===== config.mk =====
export PLATFORM = sky130hd
export DESIGN_NAME = tcri_timer
export DESIGN_NICKNAME = d
export VERILOG_FILES = /design/src/hdl/tcri_pkg.sv /design/src/hdl/tcri_cap_if.sv /design/src/hdl/tcri_capture_front.sv /design/src/hdl/tcri_timer.sv
export SDC_FILE = /design/constraint.sdc
export NUM_CORES = 1
export LEC_CHECK = 0
export BUFFER_PORTS_ARGS = -buffer_cell sky130_fd_sc_hd__buf_2
export CORE_ASPECT_RATIO = 0.75
export CORE_MARGIN = 4
export CORE_UTILIZATION = 40
export DETAILED_ROUTE_END_ITERATION = 12
export PLACE_DENSITY_LB_ADDON = 0.15
export SLEW_MARGIN = 10
export SYNTH_ARGS = -nofsm -noshare
export SYNTH_HDL_FRONTEND = slang
export SYNTH_SLANG_ARGS = --single-unit

===== constraint.sdc =====
create_clock -name sys_clk -period 2 [get_ports sys_clk]
set_input_delay 0.2 -clock sys_clk [delete_from_list [all_inputs] [get_ports sys_clk]]
set_output_delay 0.2 -clock sys_clk [all_outputs]
set_load 0.02 [all_outputs]

===== src/hdl/tcri_pkg.sv =====
package tcri_pkg;

  // ********************************************************
  // register indices on the processor byte port
  // ********************************************************
  localparam int unsigned TCRI_ADDR_W     = 3;
  localparam logic [2:0]  TCRI_CTRL_A_IDX = 3'h0;
  localparam logic [2:0]  TCRI_CTRL_C_IDX = 3'h1;
  localparam logic [2:0]  TCRI_CNT_LO_IDX = 3'h2;
  localparam logic [2:0]  TCRI_CNT_HI_IDX = 3'h3;
  localparam logic [2:0]  TCRI_CMP_A_IDX  = 3'h4;
  localparam logic [2:0]  TCRI_CMP_B_IDX  = 3'h5;

  // ********************************************************
  // control register a field positions
  // ********************************************************
  localparam int unsigned TCRI_WIDTH_SELECT_BIT  = 7;
  localparam int unsigned TCRI_CAPTURE_EN_BIT    = 6;
  localparam int unsigned TCRI_NOISE_FILTER_BIT  = 5;
  localparam int unsigned TCRI_EDGE_SELECT_BIT   = 4;
  localparam int unsigned TCRI_WAVEFORM_MODE_BIT = 0;

  // writable bits; bits 2:1 of a and 7:2 of c read back zero
  localparam logic [7:0] TCRI_CTRL_A_MASK  = 8'hf9;
  localparam logic [7:0] TCRI_CTRL_C_MASK  = 8'h03;
  localparam logic [7:0] TCRI_BYTE_RESET   = 8'h00;
  localparam logic [15:0] TCRI_COUNT_RESET = 16'h0000;

  // ********************************************************
  // capture sources and filter depth
  // ********************************************************
  localparam logic [1:0]  TCRI_SRC_PIN     = 2'h0;
  localparam logic [1:0]  TCRI_SRC_RX_DONE = 2'h1;
  localparam logic [1:0]  TCRI_SRC_TX_DONE = 2'h2;
  localparam int unsigned TCRI_FILTER_SAMPLES = 4;

  typedef enum logic {
    TCRI_WAVE_NORMAL,
    TCRI_WAVE_CLEAR_ON_MATCH
  } tcri_wave_t;

endpackage


===== src/hdl/tcri_cap_if.sv =====
`timescale 1ns/1ns
// capture front end: selected source in, qualified edge out
interface tcri_cap_if;
  logic filter_en;
  logic edge_rising;
  logic src_level;
  logic capture_event;

  modport front (input filter_en, input edge_rising, input src_level, output capture_event);
  modport core  (output filter_en, output edge_rising, output src_level, input capture_event);
endinterface


===== src/hdl/tcri_capture_front.sv =====
`timescale 1ns/1ns
module tcri_capture_front
  import tcri_pkg::*;
(
  input  wire logic   sys_clk,
  input  wire logic   sys_rst,
  tcri_cap_if.front   cap
);

  typedef struct packed {
    logic [TCRI_FILTER_SAMPLES-1:0] hist;
    logic                           filt;
    logic                           prev;
    logic                           event_out;
  } tcri_front_t;

  tcri_front_t st_reg;
  tcri_front_t st_next;

  // ********************************************************
  // noise filter and edge detector
  // ********************************************************
  // with the filter on, output moves only on a full run of equal samples
  always_comb begin
    st_next      = st_reg;
    st_next.hist = {st_reg.hist[TCRI_FILTER_SAMPLES-2:0], cap.src_level};
    if (cap.filter_en) begin
      if (&st_reg.hist) begin
        st_next.filt = 1'b1;
      end else if (~|st_reg.hist) begin
        st_next.filt = 1'b0;
      end
    end else begin
      st_next.filt = cap.src_level;
    end
    st_next.prev = st_reg.filt;
    // polarity picks the trigger edge
    st_next.event_out = cap.edge_rising ? (st_reg.filt & ~st_reg.prev)
                                        : (~st_reg.filt & st_reg.prev);
  end

  always_ff @(posedge sys_clk) begin
    if (sys_rst) begin
      st_reg <= '0;
    end else begin
      st_reg <= st_next;
    end
  end

  assign cap.capture_event = st_reg.event_out;

  property p_filter_hold;
    @(posedge sys_clk) disable iff (sys_rst)
      (cap.filter_en && !(&st_reg.hist) && (|st_reg.hist)) |=> (st_reg.filt == $past(st_reg.filt));
  endproperty
  a_filter_hold: assert property (p_filter_hold) else $error("filter output moved early");

  property p_edge_polarity;
    @(posedge sys_clk) disable iff (sys_rst)
      (cap.edge_rising && st_reg.filt && !st_reg.prev) |=> st_reg.event_out;
  endproperty
  a_edge_polarity: assert property (p_edge_polarity) else $error("rising edge not seen");

endmodule


===== src/hdl/tcri_timer.sv =====
`timescale 1ns/1ns
// Function
// - one 8-bit high-byte holding register shared by counter and compare pairs
// - high byte written first; low write commits both, 16-bit counter or capture-mode compare low read latches high
// - the holding register keeps its value after a low-byte write
// - width bit 7 makes counter 16 bits and merges the two compares
// - bit 6 enables input capture mode
// - bit 5 filter needs four equal samples before output changes
// - bit 4 picks capture edge, zero falling, one rising
// - capture copies counter into capture value and sets capture flag
// - bits 2:1 of control a and 7:2 of control c read zero
// - bit 0 selects counting sequence and top value source
// - control c bits 1:0 select capture source; interrupt needs enable
// - source 00 pin, 01 serial rx done, 10 serial tx done, 11 none
// - counter write blocks compare match flags on the next timer tick
// - 16-bit counter is low byte plus high byte through the latch
// - 8-bit mode compares compare a with counter low byte
// - compare b meets counter low byte in 8-bit, high byte in 16-bit
// - 16-bit compare is b high, a low, written through the latch
// - 16-bit match sets only compare flag a
module tcri_timer
  import tcri_pkg::*;
(
  input  wire logic                   sys_clk,
  input  wire logic                   sys_rst,
  input  wire logic [TCRI_ADDR_W-1:0] reg_addr,
  input  wire logic                   reg_wr,
  input  wire logic                   reg_rd,
  input  wire logic [7:0]             reg_wdata,
  output logic      [7:0]             reg_rdata,
  input  wire logic                   timer_tick,
  input  wire logic                   capture_pin,
  input  wire logic                   serial_rx_done_source,
  input  wire logic                   serial_tx_done_source,
  input  wire logic                   capture_interrupt_enable,
  input  wire logic                   capture_flag_clear,
  input  wire logic [1:0]             compare_flag_clear,
  output logic                        capture_flag,
  output logic                        compare_flag_a,
  output logic                        compare_flag_b,
  output logic                        capture_irq
);

  // ********************************************************
  // state
  // ********************************************************
  typedef struct packed {
    logic [7:0]  ctrl_a;
    logic [1:0]  ctrl_c;
    logic [15:0] count;
    logic [7:0]  cmp_a;
    logic [7:0]  cmp_b;
    logic [7:0]  temp;
    logic        block_match;
    logic        pin_meta;
    logic        pin_sync;
    logic [7:0]  rdata;
    logic        cap_flag;
    logic        cmp_flag_a;
    logic        cmp_flag_b;
    logic        cap_irq;
  } tcri_state_t;

  tcri_state_t st_reg;
  tcri_state_t st_next;

  tcri_cap_if cap ();

  // one access decoder for the write strobes; reads decode the index in a case
  function automatic logic hit(input logic strobe, input logic [TCRI_ADDR_W-1:0] addr,
                               input logic [TCRI_ADDR_W-1:0] idx);
    hit = strobe && (addr == idx);
  endfunction

  logic        wide;
  logic        cap_mode;
  tcri_wave_t  wave;
  logic        wr_cnt_lo;
  logic        wr_cnt_hi;
  logic        wr_cmp_a;
  logic        wr_cmp_b;
  logic        match_a;
  logic        match_b;
  logic        match_ok;
  logic        src_level;
  logic [15:0] count_inc;

  // ********************************************************
  // mode decode and comparators
  // ********************************************************
  always_comb begin
    wide      = st_reg.ctrl_a[TCRI_WIDTH_SELECT_BIT];
    cap_mode  = st_reg.ctrl_a[TCRI_CAPTURE_EN_BIT];
    wave      = st_reg.ctrl_a[TCRI_WAVEFORM_MODE_BIT] ? TCRI_WAVE_CLEAR_ON_MATCH
                                                      : TCRI_WAVE_NORMAL;
    wr_cnt_lo = hit(reg_wr, reg_addr, TCRI_CNT_LO_IDX);
    wr_cnt_hi = hit(reg_wr, reg_addr, TCRI_CNT_HI_IDX);
    wr_cmp_a  = hit(reg_wr, reg_addr, TCRI_CMP_A_IDX);
    wr_cmp_b  = hit(reg_wr, reg_addr, TCRI_CMP_B_IDX);
    // 16-bit: b is the high byte of one compare; 8-bit: two compares
    if (wide) begin
      match_a = (st_reg.count == {st_reg.cmp_b, st_reg.cmp_a});
      match_b = 1'b0;
    end else begin
      match_a = (st_reg.count[7:0] == st_reg.cmp_a);
      match_b = (st_reg.count[7:0] == st_reg.cmp_b);
    end
    // registers act as capture storage in capture mode, so no match flags then
    match_ok  = timer_tick && !st_reg.block_match && !cap_mode;
    count_inc = wide ? (st_reg.count + 16'h0001)
                     : {8'h00, st_reg.count[7:0] + 8'h01};
  end

  // capture source mux; the pin is only read after its second stage
  always_comb begin
    case (st_reg.ctrl_c)
      TCRI_SRC_PIN:     src_level = st_reg.pin_sync;
      TCRI_SRC_RX_DONE: src_level = serial_rx_done_source;
      TCRI_SRC_TX_DONE: src_level = serial_tx_done_source;
      default:          src_level = 1'b0;
    endcase
  end

  assign cap.filter_en   = st_reg.ctrl_a[TCRI_NOISE_FILTER_BIT];
  assign cap.edge_rising = st_reg.ctrl_a[TCRI_EDGE_SELECT_BIT];
  assign cap.src_level   = src_level;

  tcri_capture_front u_front (
    .sys_clk (sys_clk),
    .sys_rst (sys_rst),
    .cap     (cap.front)
  );

  // ********************************************************
  // next state
  // ********************************************************
  always_comb begin
    st_next          = st_reg;
    st_next.pin_meta = capture_pin;
    st_next.pin_sync = st_reg.pin_meta;

    // control registers; reserved read-zero bits never stored
    if (hit(reg_wr, reg_addr, TCRI_CTRL_A_IDX)) begin
      st_next.ctrl_a = reg_wdata & TCRI_CTRL_A_MASK;
    end
    if (hit(reg_wr, reg_addr, TCRI_CTRL_C_IDX)) begin
      st_next.ctrl_c = reg_wdata[1:0];
    end

    // high-byte writes park in the shared latch
    if (wr_cnt_hi || (wr_cmp_b && wide)) begin
      st_next.temp = reg_wdata;
    end

    // counter: processor write wins over the tick
    if (wr_cnt_lo) begin
      st_next.count = wide ? {st_reg.temp, reg_wdata} : {8'h00, reg_wdata};
    end else if (timer_tick) begin
      if (wave == TCRI_WAVE_CLEAR_ON_MATCH && match_a) begin
        st_next.count = TCRI_COUNT_RESET;
      end else begin
        st_next.count = count_inc;
      end
    end

    // any counter write arms the block; the next tick consumes it
    if (wr_cnt_lo || wr_cnt_hi) begin
      st_next.block_match = 1'b1;
    end else if (timer_tick) begin
      st_next.block_match = 1'b0;
    end

    // compare writes; 16-bit low write commits latch as high byte
    if (wr_cmp_a) begin
      st_next.cmp_a = reg_wdata;
      if (wide) begin
        st_next.cmp_b = st_reg.temp;
      end
    end
    if (wr_cmp_b && !wide) begin
      st_next.cmp_b = reg_wdata;
    end

    // capture overrides a processor write in the same cycle
    if (cap_mode && cap.capture_event) begin
      st_next.cmp_a = st_reg.count[7:0];
      if (wide) begin
        st_next.cmp_b = st_reg.count[15:8];
      end
    end

    // sticky flags: a set in the clear cycle wins
    if (capture_flag_clear) begin
      st_next.cap_flag = 1'b0;
    end
    if (cap_mode && cap.capture_event) begin
      st_next.cap_flag = 1'b1;
    end
    if (compare_flag_clear[0]) begin
      st_next.cmp_flag_a = 1'b0;
    end
    if (match_ok && match_a) begin
      st_next.cmp_flag_a = 1'b1;
    end
    if (compare_flag_clear[1]) begin
      st_next.cmp_flag_b = 1'b0;
    end
    if (match_ok && match_b) begin
      st_next.cmp_flag_b = 1'b1;
    end
    st_next.cap_irq = st_next.cap_flag && capture_interrupt_enable;

    // reads; a 16-bit low-byte read snapshots the high byte into the latch
    if (reg_rd) begin
      case (reg_addr)
        TCRI_CTRL_A_IDX: st_next.rdata = st_reg.ctrl_a & TCRI_CTRL_A_MASK;
        TCRI_CTRL_C_IDX: st_next.rdata = {6'h00, st_reg.ctrl_c};
        TCRI_CNT_LO_IDX: begin
          st_next.rdata = st_reg.count[7:0];
          if (wide) begin
            st_next.temp = st_reg.count[15:8];
          end
        end
        TCRI_CNT_HI_IDX: st_next.rdata = wide ? st_reg.temp : st_reg.count[15:8];
        TCRI_CMP_A_IDX: begin
          st_next.rdata = st_reg.cmp_a;
          // only captured values need the snapshot; fixed compares read direct
          if (wide && cap_mode) begin
            st_next.temp = st_reg.cmp_b;
          end
        end
        TCRI_CMP_B_IDX:  st_next.rdata = (wide && cap_mode) ? st_reg.temp : st_reg.cmp_b;
        default:         st_next.rdata = TCRI_BYTE_RESET;
      endcase
    end
  end

  // ********************************************************
  // state register
  // ********************************************************
  always_ff @(posedge sys_clk) begin
    if (sys_rst) begin
      st_reg <= '0;
    end else begin
      st_reg <= st_next;
    end
  end

  assign reg_rdata      = st_reg.rdata;
  assign capture_flag   = st_reg.cap_flag;
  assign compare_flag_a = st_reg.cmp_flag_a;
  assign compare_flag_b = st_reg.cmp_flag_b;
  assign capture_irq    = st_reg.cap_irq;

  // ********************************************************
  // checks
  // ********************************************************
  property p_low_write_commit;
    @(posedge sys_clk) disable iff (sys_rst)
      (wide && wr_cnt_lo) |=> (st_reg.count == {$past(st_reg.temp), $past(reg_wdata)});
  endproperty
  a_low_write_commit: assert property (p_low_write_commit) else $error("16-bit commit wrong");

  property p_latch_kept;
    @(posedge sys_clk) disable iff (sys_rst)
      (wr_cnt_lo && !reg_rd) |=> (st_reg.temp == $past(st_reg.temp));
  endproperty
  a_latch_kept: assert property (p_latch_kept) else $error("latch changed on low write");

  property p_low_read_snap;
    @(posedge sys_clk) disable iff (sys_rst)
      (wide && hit(reg_rd, reg_addr, TCRI_CNT_LO_IDX) && !reg_wr)
        |=> (st_reg.temp == $past(st_reg.count[15:8]));
  endproperty
  a_low_read_snap: assert property (p_low_read_snap) else $error("high byte not latched");

  property p_block_next_tick;
    @(posedge sys_clk) disable iff (sys_rst)
      (st_reg.block_match && timer_tick && !compare_flag_clear[0] && !st_reg.cmp_flag_a)
        |=> !st_reg.cmp_flag_a;
  endproperty
  a_block_next_tick: assert property (p_block_next_tick) else $error("match not blocked");

  property p_match_8bit;
    @(posedge sys_clk) disable iff (sys_rst)
      (!wide && match_ok && (st_reg.count[7:0] == st_reg.cmp_b)) |=> st_reg.cmp_flag_b;
  endproperty
  a_match_8bit: assert property (p_match_8bit) else $error("8-bit match b lost");

  property p_wide_no_flag_b;
    @(posedge sys_clk) disable iff (sys_rst)
      wide |=> !$rose(st_reg.cmp_flag_b);
  endproperty
  a_wide_no_flag_b: assert property (p_wide_no_flag_b) else $error("flag b set in 16-bit");

  property p_clear_on_match;
    @(posedge sys_clk) disable iff (sys_rst)
      (wave == TCRI_WAVE_CLEAR_ON_MATCH && timer_tick && match_a && !wr_cnt_lo)
        |=> (st_reg.count == TCRI_COUNT_RESET);
  endproperty
  a_clear_on_match: assert property (p_clear_on_match) else $error("counter not cleared");

  property p_capture_copy;
    @(posedge sys_clk) disable iff (sys_rst)
      (cap_mode && cap.capture_event)
        |=> (st_reg.cap_flag && st_reg.cmp_a == $past(st_reg.count[7:0]));
  endproperty
  a_capture_copy: assert property (p_capture_copy) else $error("capture not taken");

  property p_reserved_zero;
    @(posedge sys_clk) disable iff (sys_rst)
      (reg_rd && reg_addr == TCRI_CTRL_A_IDX) |=> (st_reg.rdata[2:1] == 2'b00);
  endproperty
  a_reserved_zero: assert property (p_reserved_zero) else $error("reserved bits nonzero");

  property p_narrow_high_zero;
    @(posedge sys_clk) disable iff (sys_rst)
      (!wide && timer_tick && !wr_cnt_lo) |=> (st_reg.count[15:8] == 8'h00);
  endproperty
  a_narrow_high_zero: assert property (p_narrow_high_zero) else $error("8-bit count overran");

  property p_ctrl_c_zero;
    @(posedge sys_clk) disable iff (sys_rst)
      (reg_rd && reg_addr == TCRI_CTRL_C_IDX) |=> (st_reg.rdata[7:2] == 6'h00);
  endproperty
  a_ctrl_c_zero: assert property (p_ctrl_c_zero) else $error("control c upper bits nonzero");

  property p_capture_no_match;
    @(posedge sys_clk) disable iff (sys_rst)
      cap_mode |=> !$rose(st_reg.cmp_flag_a);
  endproperty
  a_capture_no_match: assert property (p_capture_no_match) else $error("match in capture mode");

  // a held flag with the enable up keeps the request line raised
  property p_irq_follow;
    @(posedge sys_clk) disable iff (sys_rst)
      (st_reg.cap_flag && !capture_flag_clear && capture_interrupt_enable)
        |=> st_reg.cap_irq;
  endproperty
  a_irq_follow: assert property (p_irq_follow) else $error("capture request missing");

endmodule


Word level (Yosys, flattened, before mapping). Cells that the tools add are included.

Word-level logic and storage cells: 99. Register bits: 70. Bits of input ports: 23. Output and inout port bits: 12.

Bitwise logic cells: 4. Muxes and demuxes: 34. Reduce and logical (&&, ||, !) cells: 30. Add/subtract/negate cells: 2. Eq/ne operators: 11.

Operators with widths (number): 16-bit two-way mux (7); 8-bit two-way mux (9); 8-bit case mux with 6 select lines (1); 16-bit by 1-bit adder with 16-bit output, second input constant (1); 16-bit equality test (1); 8-bit equality test (2); 1-bit logical AND (16); 8-bit case mux with 2 select lines (1); 1-bit two-way mux (15); 2-bit nonzero test (5); 8-bit by 1-bit adder with 8-bit output, second input constant (1); 3-bit by 2-bit equality test with 1-bit output, second input constant (2); 3-bit equality test, second input constant (2); 4-bit AND reduction (1); 4-bit OR reduction (1); 3-bit by 1-bit equality test with 1-bit output, second input constant (1); 1-bit zero test (3); 3-bit zero test (1); 3-bit by 2-bit != test with 1-bit output, second input constant (1); 1-bit case mux with 3 select lines (1); 1-bit AND (2); 2-bit by 1-bit equality test with 1-bit output, second input constant (1); 2-bit equality test, second input constant (1); 2-bit zero test (1); 2 further kinds (4).

Logic depth before layout (Yosys ltp). Gate-level depths: netlist of run 1.

Depth after elaboration: 8. Mapped depth: 8.

By module. A second synthesis of run 1 with hierarchy kept.

Cells, all modules: 516. Area total of the unflattened synthesis: 4475.5 µm².

Modules (own cells, without submodules): tcri_timer (area an instance 4249.1 µm², instances 1, cells each 496, seq. area each 1261.2 µm²); tcri_capture_front (area an instance 226.5 µm², instances 1, cells each 20, seq. area each 140.1 µm²).

Worst setup path before layout of run 1. No wires, ideal clock.

Kind: register -> register. From: reg st_reg[64] (netlist bit). To: reg st_reg[15] (netlist bit). Setup slack: 0.203 ns. Arrival time: 1.669 ns. Period minus slack after synthesis: 1.797 ns. Cell stages (with the launch flop): 8. Path through: dfxtp_1 > buf_4 > a21oi_1 > a211oi_4 > mux2_2 > o21ba_2 > a221oi_1 > nor2_1.

Cells in the longest elaborated chain, start to end: 6. Elaborated cells on any way between the ends: 8. Those cells by class: mux (5); reduce/logical (3).

RTL lines: from (decl) (line tcri_timer.sv:64) `tcri_state_t st_reg;`; from (signal assigned) (line tcri_timer.sv:245) `st_reg <= st_next;`; 1-bit logical AND (line tcri_timer.sv:151) `if (wr_cnt_hi || (wr_cmp_b && wide)) begin`; 1-bit logical OR (line tcri_timer.sv:151); 8-bit two-way mux (line tcri_timer.sv:151); 8-bit two-way mux (on tied branches) (line tcri_timer.sv:228, tcri_timer.sv:220); 8-bit case mux with 2 select lines (line tcri_timer.sv:215) `case (reg_addr)`; 8-bit two-way mux * (line tcri_timer.sv:214) `if (reg_rd) begin`.

Every way passes the cells marked *; elsewhere a longest branch is shown, timed or not. A chain may end at the register's enable or synchronous reset.

Worst setup path in the final report of run 1.
From: reg st_reg, in the netlist cap_mode. To: reg st_reg, in the netlist reg_rdata[7].

Cells in the longest elaborated chain, start to end: 3.

RTL lines: 1-bit logical AND (line tcri_timer.sv:232) `TCRI_CMP_B_IDX: st_next.rdata = (wide && cap_mode) ? st_reg.temp : st_reg.cmp_b;`; 8-bit two-way mux (line tcri_timer.sv:232); 8-bit case mux with 6 select lines (line tcri_timer.sv:215).

No other way between the ends.

==> results of run 1 <==
==> cell type report <==
| class | instances | area, sq um |
|---|---|---|
| clock buffer | 10 | 229 |
| clock inverter | 6 | 47.5 |
| fill | 1085 | 5740 |
| inverter | 4 | 15.0 |
| multi-input combinational | 406 | 2750 |
| sequential | 70 | 1400 |
| tap | 140 | 175 |
| timing repair buffer | 81 | 536 |
==> how the worst max path moves through the flow <==
stage / from / end / slack (ps) / depth (start not counted)
floorplan: st_reg[64] / st_reg[15] / 200 / 7
global placement: st_reg[35] / st_reg[53] / 30 / 6
detailed placement: st_reg[35] / st_reg[53] / 50 / 6
CTS: st_reg[35] / st_reg[53] / 30 / 6
global route: cap_mode / reg_rdata[7] / 20 / 5
finish: cap_mode / reg_rdata[7] / 90 / 5
==> repair_timing <==
action,in CTS,in global routing
setup buffers,0,0
gates resized for setup,0,3
endpoints found under the setup margin,0,9
==> per-layer routing <==
metal | wire, um | vias up | share of wire (%) | global-route usage (%)
met5 | 0 | - | 0 | 0
met4 | 217 | 0 | 1.5 | 5.27
met1 | 7260 | 2041 | 49 | 36.9
met3 | 1420 | 19 | 9.5 | 5.74
li1 | - | 2000 | - | -
met2 | 6050 | 217 | 40 | 31.6
==> Yosys cell counts, types with 2 or more instances <==
library cell / number / area (sq um)
nand3b_1: 2 / 15.0
nor3b_1: 15 / 113
nand2b_1: 3 / 18.8
a22oi_1: 2 / 15.0
a22o_1: 8 / 70.1
and2_1: 4 / 25.0
clkbuf_1: 26 / 97.6
inv_1: 4 / 15.0
dfxtp_1: 70 / 1400
nor2_1: 55 / 206
xnor2_1: 11 / 96.3
buf_6: 2 / 22.5
and3_1: 5 / 31.3
o21ba_2: 6 / 60.1
o211ai_1: 3 / 22.5
o21ai_0: 37 / 185
a21oi_1: 32 / 160
o22ai_1: 15 / 93.8
nor4b_2: 2 / 30.0
a31oi_1: 11 / 68.8
nand2_1: 37 / 139
mux2_2: 7 / 78.8
xor2_1: 26 / 228
nor2b_1: 11 / 68.8
nand4_1: 7 / 43.8
a311oi_1: 3 / 26.3
nor4_1: 5 / 31.3
a221oi_1: 8 / 70.1
a211oi_1: 16 / 120
buf_4: 13 / 97.6
o32a_1: 2 / 20.0
mux2i_1: 46 / 460
clkbuf_2: 3 / 15.0
nand3_1: 8 / 40.0
buf_2: 15 / 75.1
==> cell usage in the layout, fill, tap and decap left out, types with 2 or more instances in the layout <==
cell       netlist  final
xnor2_1         11     11
a21oi_1         32     32
inv_1            4      4
and3_1           5      5
nor3b_1         15     15
o21ba_2          6      6
nand4_1          7      7
xor2_1          26     26
a211oi_1        16     16
nor4b_2          2      2
o32a_1           2      2
nand2_1         37     37
o211ai_1         3      3
a22o_1           8      8
a22oi_1          2      2
nor2b_1         11     11
buf_2           15     34
nor2_1          55     55
mux2i_1         46     46
clkbuf_16        0      9
dfxtp_1         70     69
buf_4           13     46
a311oi_1         3      3
o21ai_0         37     37
a221oi_1         8      8
nand3b_1         2      2
and2_1           4      4
nand2b_1         3      3
mux2_2           7      7
o22ai_1         15     15
clkinv_4         0      3
a31oi_1         11     11
nor4_1           5      4
nand3_1          8      8
==> cell families after synthesis <==
group                      share of synthesized area, %
DFF                                                31.4
and+or+nand+nor                                    18.9
muxes                                              12.6
buffers and inverters                              7.24
AOI/OAI and AO/OA                                  22.3
xor gates and xnor gates                           7.27
adders and majority gates                         0.281
==> power by group <==
part | switching, mW | internal [mW] | leakage (nW)
Clock | 0.664 | 0.848 | 0.133
Combinational | 0.284 | 0.186 | 1.36
Sequential | 0.0446 | 1.44 | 0.569
Total | 0.993 | 2.47 | 2.06
==> worst max-delay path, stage by stage, from the launching register on <==
cell,delay (ps)
dfxtp_1,510
nand2_1,420
nand4_1,230
a21oi_1,90
a211oi_1,400
a211oi_1,130
==> per-stage QoR <==
step	std cells	utilization (%)
2_1_floorplan	539	-
5_1_grt	717	47.3
6_report	717	47.3
3_5_place_dp	701	44.6
4_1_cts	717	47.1
3_3_place_gp	701	44.6
==> metrics.yaml, run 1 <==
status:
  status: "complete, no violations"
logic_synthesis:
  syn-cell-area_sq_um: 4460
  async_flop_share_pct: 0
  syn_area_per_cell_sq_um: 8.27
  synth_edf_count: 0
  ys_seq_area_share_pct: 31.4
  synth_seq_cells: 70
  yosysUniqueCellTypes: 54
  syn_nets: 563
  synthCells: 539
  yosysWarnings: 0
  synth_flop_cell: "dfxtp_1"
power:
  p_total_mw: 3.46
  p_per_area_nw_per_um2: 672
  p_leak_nw: 2.06
  peakVddDrop_uv: 432
route:
  dr.pass1.iters: 5
  wl_per_cell_um: 20.9
  ant_nets: 0
  via_per_inst: 5.97
  num_vias: 4277
  drt_iter0_drc: 555
  wirelength_um: 15000
  post-route-drc-count: 0
layout:
  finalInstanceArea_sq_um: 5160
  largest_register_ffs: 47
  fin_nets: 596
  n_antenna_cell: 0
  final_layout_size_suffix_gt1_share_pct: 21.5
  area.growth.synth_to_final_pct: 15.7
placement:
  io_buffers: 34
  place_area_sq_um: 4860
  gp_congestion: 0.910
  dp_slack_ps: 53.7
  dpl.hpwl_um: 10500
global_route:
  antenna_found_initial: 0
  grt_usage_pct: 23.4
  grt_max_degree: 36
  grt_overflow: 0
  grt_pass1_vias: 3848
  grt_pass1_wl_um: 22900
clocking:
  htreeDepth: 3
  clock_latency_ps: 340
  cts_buffers: 9
  cts_tree: "built"
  ctsHoldBuffers: 0
  cts.clk_slew.worst_paths_ps: 60
  cts_root_buffer: "clkbuf_16"
  cts.sinks: 70
  clk_path_buf_depth: 2
setup_path:
  r2r_cells: 5
  critPathRequiredTime_ps: 2210
  r2r_end: "reg_rdata[7]"
  end_kind: "register"
  worst_ep_arrival_time_ps: 2120
  rrSetupSlack_ps: 90
  r2r_start: "cap_mode"
  startpoint_type: "register"
  crit_fanout: 15
  critical_path_class: "reg2reg"
timing:
  final-setup-viol-count: 0
  fin_tns_setup_ps: 0
  rsz0062_at_grt: "false"
  setup_ws_ps: 91.4
  drv_slew: 0
  finalCriticalPeriod_ps: 1910
  holdWs_ps: 61.3
  finalClockSkew_ps: 7.63
  max_freq_ghz: 0.524
  slew_headroom_pct: 64.0
  hold_viol: 0
  tightest_slew_ps: 539
  period_share_pct: 95.4
die:
  initial_core_util_pct: 40.9
  io_pins: 35
  die_y_um: 99.4
  dieArea_sq_um: 12900
  core_sq_um: 10900
  die_w_um: 130
  rows: 33
worst_hold_path:
  holdPathEnd: "capture_irq"
  hold_depth: 2
  min_from: "capture_interrupt_enable"
  worstHoldPathType: "in2reg"
run:
  drv_cap: 0
Note: power is estimated with default switching activity, not from simulation.
==> run 2, diff against run 1 <==
CORE_UTILIZATION = 50   (was 40)
==> metrics.yaml, run 2 (synthesis results as in run 1) <==
route:
  ant_nets: 0
  wirelength_um: 14000
  dr.pass1.iters: 5
  post-route-drc-count: 0
  wl_per_cell_um: 20.4
  drt_iter0_drc: 385
  via_per_inst: 6.19
  num_vias: 4243
timing:
  holdWs_ps: 53.3
  setup_ws_ps: 53.6
  finalCriticalPeriod_ps: 1950
  slew_headroom_pct: 64.6
  max_freq_ghz: 0.514
  final-setup-viol-count: 0
  finalClockSkew_ps: 7.86
  hold_viol: 0
  tightest_slew_ps: 530
  period_share_pct: 97.3
  drv_slew: 0
  rsz0062_at_grt: "false"
power:
  pwr-share-comb_pct: 13.3
  pwr-share-clk_pct: 44.6
  p_seq_share_pct: 42.1
  p_per_area_nw_per_um2: 683
  power_report.internal_total_mw: 2.49
  switching_power_mw: 1.03
  p_leak_nw: 2.07
  swShare_pct: 29.2
  peakVddDrop_uv: 422
setup_path:
  crit_path_max_incr_delay_ps: 350
  rrSetupSlack_ps: 50
  end_kind: "register"
  r2r_end: "st_reg[16]"
  critPathRequiredTime_ps: 2220
  worst_ep_arrival_time_ps: 2170
  r2r_cells: 7
  crit_chain: "a21oi_1, a211oi_4, buf_4, mux2_2, o21ba_2, a221oi_1, nor2_1"
  critical_path_class: "reg2reg"
  r2r_start: "st_reg[64]"
  cp_slowest_cell: "dfxtp_1"
  startpoint_type: "register"
  crit_fanout: 6
layout:
  multiInputGateArea_sq_um: 2760
  final_layout_size_suffix_gt1_share_pct: 21.7
  area.growth.synth_to_final_pct: 15.5
  final_cell_mix: "dfxtp_1 (69), nor2_1 (55), mux2i_1 (46)"
  regArea_sq_um: 1400
  fin_nets: 596
  fillers: 785
  final_common_cell: "dfxtp_1"
  largest_register_ffs: 47
  n_antenna_cell: 0
placement:
  dpl.hpwl_um: 9880
  dp_slack_ps: -47.6
  io_buffers: 34
  gp_congestion: 0.963
global_route:
  grt_pass1_vias: 3904
  antenna_found_initial: 0
  grt_max_degree: 33
  grt_overflow: 0
  grt_pass1_wl_um: 21900
  grt_usage_pct: 27.0
die:
  core_sq_um: 8560
  dieArea_sq_um: 10500
  io_pins: 35
  die_y_um: 89.8
  die_w_um: 117
  rows: 29
  initial_core_util_pct: 52.1
status:
  status: "complete, no violations"
clocking:
  htreeDepth: 3
  cts_root_buffer: "clkbuf_16"
  cts_tree: "built"
  ctsHoldBuffers: 0
  cts.sinks: 70
  cts_buffers: 9
  cts.clk_slew.worst_paths_ps: 60
  clk_path_buf_depth: 2
  clock_latency_ps: 350
run:
  drv_cap: 0
worst_hold_path:
  hold_depth: 2
  holdPathEnd: "capture_irq"
  worstHoldPathType: "in2reg"
  min_from: "capture_interrupt_enable"
run 2: cell types whose count changed in the layout (fill, tap and decap cells not counted), sizes merged:
cell	previous run	this run
clkbuf	10	9
clkinvlp	1	2
clkinv	4	0
inv	5	9
run 2: layer usage:
layer / part of all wire (%) / global-route usage (%)
met5: 0 / 0
met4: 3.0 / 10.5
met3: 12 / 6.51
met2: 41 / 36.1
met1: 45 / 40.9
run 2: power groups by stage:
stage                     Combinational, mW  Sequential (mW)  Clock (mW)
after CTS                             0.452             1.48        1.59
final                                 0.468             1.48        1.57
after detailed placement              0.450             1.51           0
after global routing                  0.506             1.48        1.67
after floorplan                       0.299             1.50           0
after global placement                0.445             1.51           0
run 2: cell type report:
cell class / count / share of cell area, %
tap: 108 / 2.62
timing repair buffer: 81 / 10.6
sequential: 70 / 27.2
inverter: 4 / 0.292
clock buffer: 9 / 4.37
clock inverter: 7 / 1.19
multi-input combinational: 406 / 53.6
run 2: through the flow:
stage / setup TNS [ps] / instance area, sq um / util (%) / cells / power, mW
final: 0 / 5150 / 60.1 / 685 / 3.52
after global routing: 0 / 5150 / 60.1 / 685 / 3.66
after CTS: 0 / 5110 / 59.6 / 683 / 3.52
after detailed placement: -47.6 / 4820 / 56.3 / 667 / 1.96
after global placement: 0 / 4820 / 56.3 / 667 / 1.95
after floorplan: 0 / 4460 / - / 539 / 1.80
run 2: worst max path at each step:
stage | start | endpoint | slack, ps
2_1_floorplan | st_reg[64] | st_reg[15] | 200
3_3_place_gp | reg_addr[2] | st_reg[21] | 60
3_5_place_dp | reg_addr[2] | st_reg[16] | -50
4_1_cts | st_reg[64] | st_reg[16] | 70
5_1_grt | st_reg[37] | st_reg[44] | 9
6_report | st_reg[64] | st_reg[16] | 50
run 2: what timing repair did:
item / 4_1_cts / 5_1_grt
gates resized for setup: 0 / 4
setup buffers: 0 / 2
setup endpoints to repair: 0 / 15
run 2: worst max-delay path: cells and delay by family (launching register included):
family / cells / cell delay (ps)
simple gates: 1 / 80
mux: 1 / 350
buf+inv: 1 / 190
compound gates: 4 / 850
flops: 1 / 350
==> run 3, diff against run 2 <==
PLACE_DENSITY_LB_ADDON = 0.2   (was 0.15)
==> metrics.yaml, run 3 (synthesis results as in run 1) <==
clocking:
  cts_root_buffer: "clkbuf_16"
  clk_path_buf_depth: 2
  cts.sinks: 70
  ctsHoldBuffers: 0
  clock_latency_ps: 340
  htreeDepth: 3
  cts_tree: "built"
  cts.clk_slew.worst_paths_ps: 60
  cts_buffers: 9
placement:
  gp_congestion: 0.998
  dpl.hpwl_um: 10100
  place_inst: 667
  io_buffers: 34
  dp_slack_ps: -38.2
  place_area_sq_um: 4790
timing:
  drv_slew: 0
  period_share_pct: 94.3
  setup_ws_ps: 113
  slew_headroom_pct: 60.2
  finalClockSkew_ps: 7.38
  max_freq_ghz: 0.530
  final-setup-viol-count: 0
  rsz0062_at_grt: "false"
  finalCriticalPeriod_ps: 1890
  holdWs_ps: 60.3
  tightest_slew_ps: 591
  hold_viol: 0
  fin_tns_setup_ps: 0
worst_hold_path:
  min_from: "capture_interrupt_enable"
  hold_depth: 2
  holdPathEnd: "capture_irq"
  worstHoldPathType: "in2reg"
layout:
  final_core_util_pct: 60.1
  fillers: 761
  layout.cells.non_filler: 685
  final_cell_mix: "dfxtp_1 (70), nor2_1 (55), buf_4 (47)"
  n_antenna_cell: 0
  final_common_cell: "dfxtp_1"
  multiInputGateArea_sq_um: 2770
  largest_register_ffs: 47
  finalInstanceArea_sq_um: 5150
  area.growth.synth_to_final_pct: 15.4
  final_layout_size_suffix_gt1_share_pct: 21.1
  regArea_sq_um: 1400
  fin_nets: 596
route:
  via_per_inst: 6.22
  dr.pass1.iters: 5
  wirelength_um: 14100
  ant_nets: 0
  num_vias: 4262
  drt_iter0_drc: 498
  post-route-drc-count: 0
  wl_per_cell_um: 20.6
setup_path:
  critPathRequiredTime_ps: 2220
  worst_ep_arrival_time_ps: 2100
  crit_fanout: 7
  critical_path_class: "reg2reg"
  r2r_end: "st_reg[16]"
  r2r_start: "st_reg[64]"
  r2r_cells: 7
  end_kind: "register"
  rrSetupSlack_ps: 110
  startpoint_type: "register"
die:
  die_w_um: 117
  io_pins: 35
  die_y_um: 89.8
  initial_core_util_pct: 52.1
  dieArea_sq_um: 10500
  rows: 29
  core_sq_um: 8560
global_route:
  grt_overflow: 0
  grt_pass1_wl_um: 22300
  grt_usage_pct: 27.5
  grt_max_degree: 31
  grt_pass1_vias: 3967
  antenna_found_initial: 0
power:
  p_total_mw: 3.59
  peakVddDrop_uv: 553
  p_per_area_nw_per_um2: 697
  p_leak_nw: 2.07
run:
  drv_cap: 0
status:
  status: "complete, no violations"
==> run 3: cell count changes in the layout (fill, tap and decap cells not counted), sizes merged <==
cell      before  now
clkbuf         9   13
bufinv         0    1
inv            9    4
clkinv         0    1
clkinvlp       2    1
==> run 3: power by group <==
group / switching [mW] / total [mW] / internal [mW]
logic: 0.277 / 0.457 / 0.180
registers: 0.0462 / 1.48 / 1.44
clock network: 0.612 / 1.64 / 1.03
total: 0.935 / 3.59 / 2.65
==> run 3: metal layers <==
layer / GRT usage (%) / up-vias / part of all wire [%]
met5: 0 / - / 0
met4: 8.12 / 0 / 2.2
met3: 7.52 / 27 / 9.8
met2: 35.8 / 232 / 40
met1: 43.0 / 2006 / 48
li1: - / 1997 / -
==> run 3: what timing repair did <==
item | in CTS | in global routing
resized for setup | 0 | 4
setup endpoints to repair | 0 | 15
buffers inserted | 0 | 2
==> run 3: layout make-up <==
class,instances,share of cell area (%)
inverters,4,0.292
clock buffers,13,5.06
multi-input cells,406,53.8
well taps,108,2.63
flip-flops and latches,70,27.2
clock inverters,3,0.827
repair buffers,81,10.2
==> run 3: worst max-delay path, cell delays in order (launching register included) <==
cell,delay (ps)
dfxtp_1,330
a21oi_1,110
a211oi_4,220
buf_4,190
mux2_2,360
o21ba_2,200
a221oi_1,260
nor2_1,70
==> run 3: worst max-delay path by stage <==
stage | start | end | slack (ps) | cells after the start
floorplan | st_reg[64] | st_reg[15] | 200 | 7
global placement | reg_addr[2] | st_reg[21] | 40 | 7
detailed placement | reg_addr[2] | st_reg[16] | -40 | 7
CTS | st_reg[36] | st_reg[49] | 60 | 6
global route | st_reg[42] | st_reg[49] | 10 | 5
finish | st_reg[64] | st_reg[16] | 110 | 7
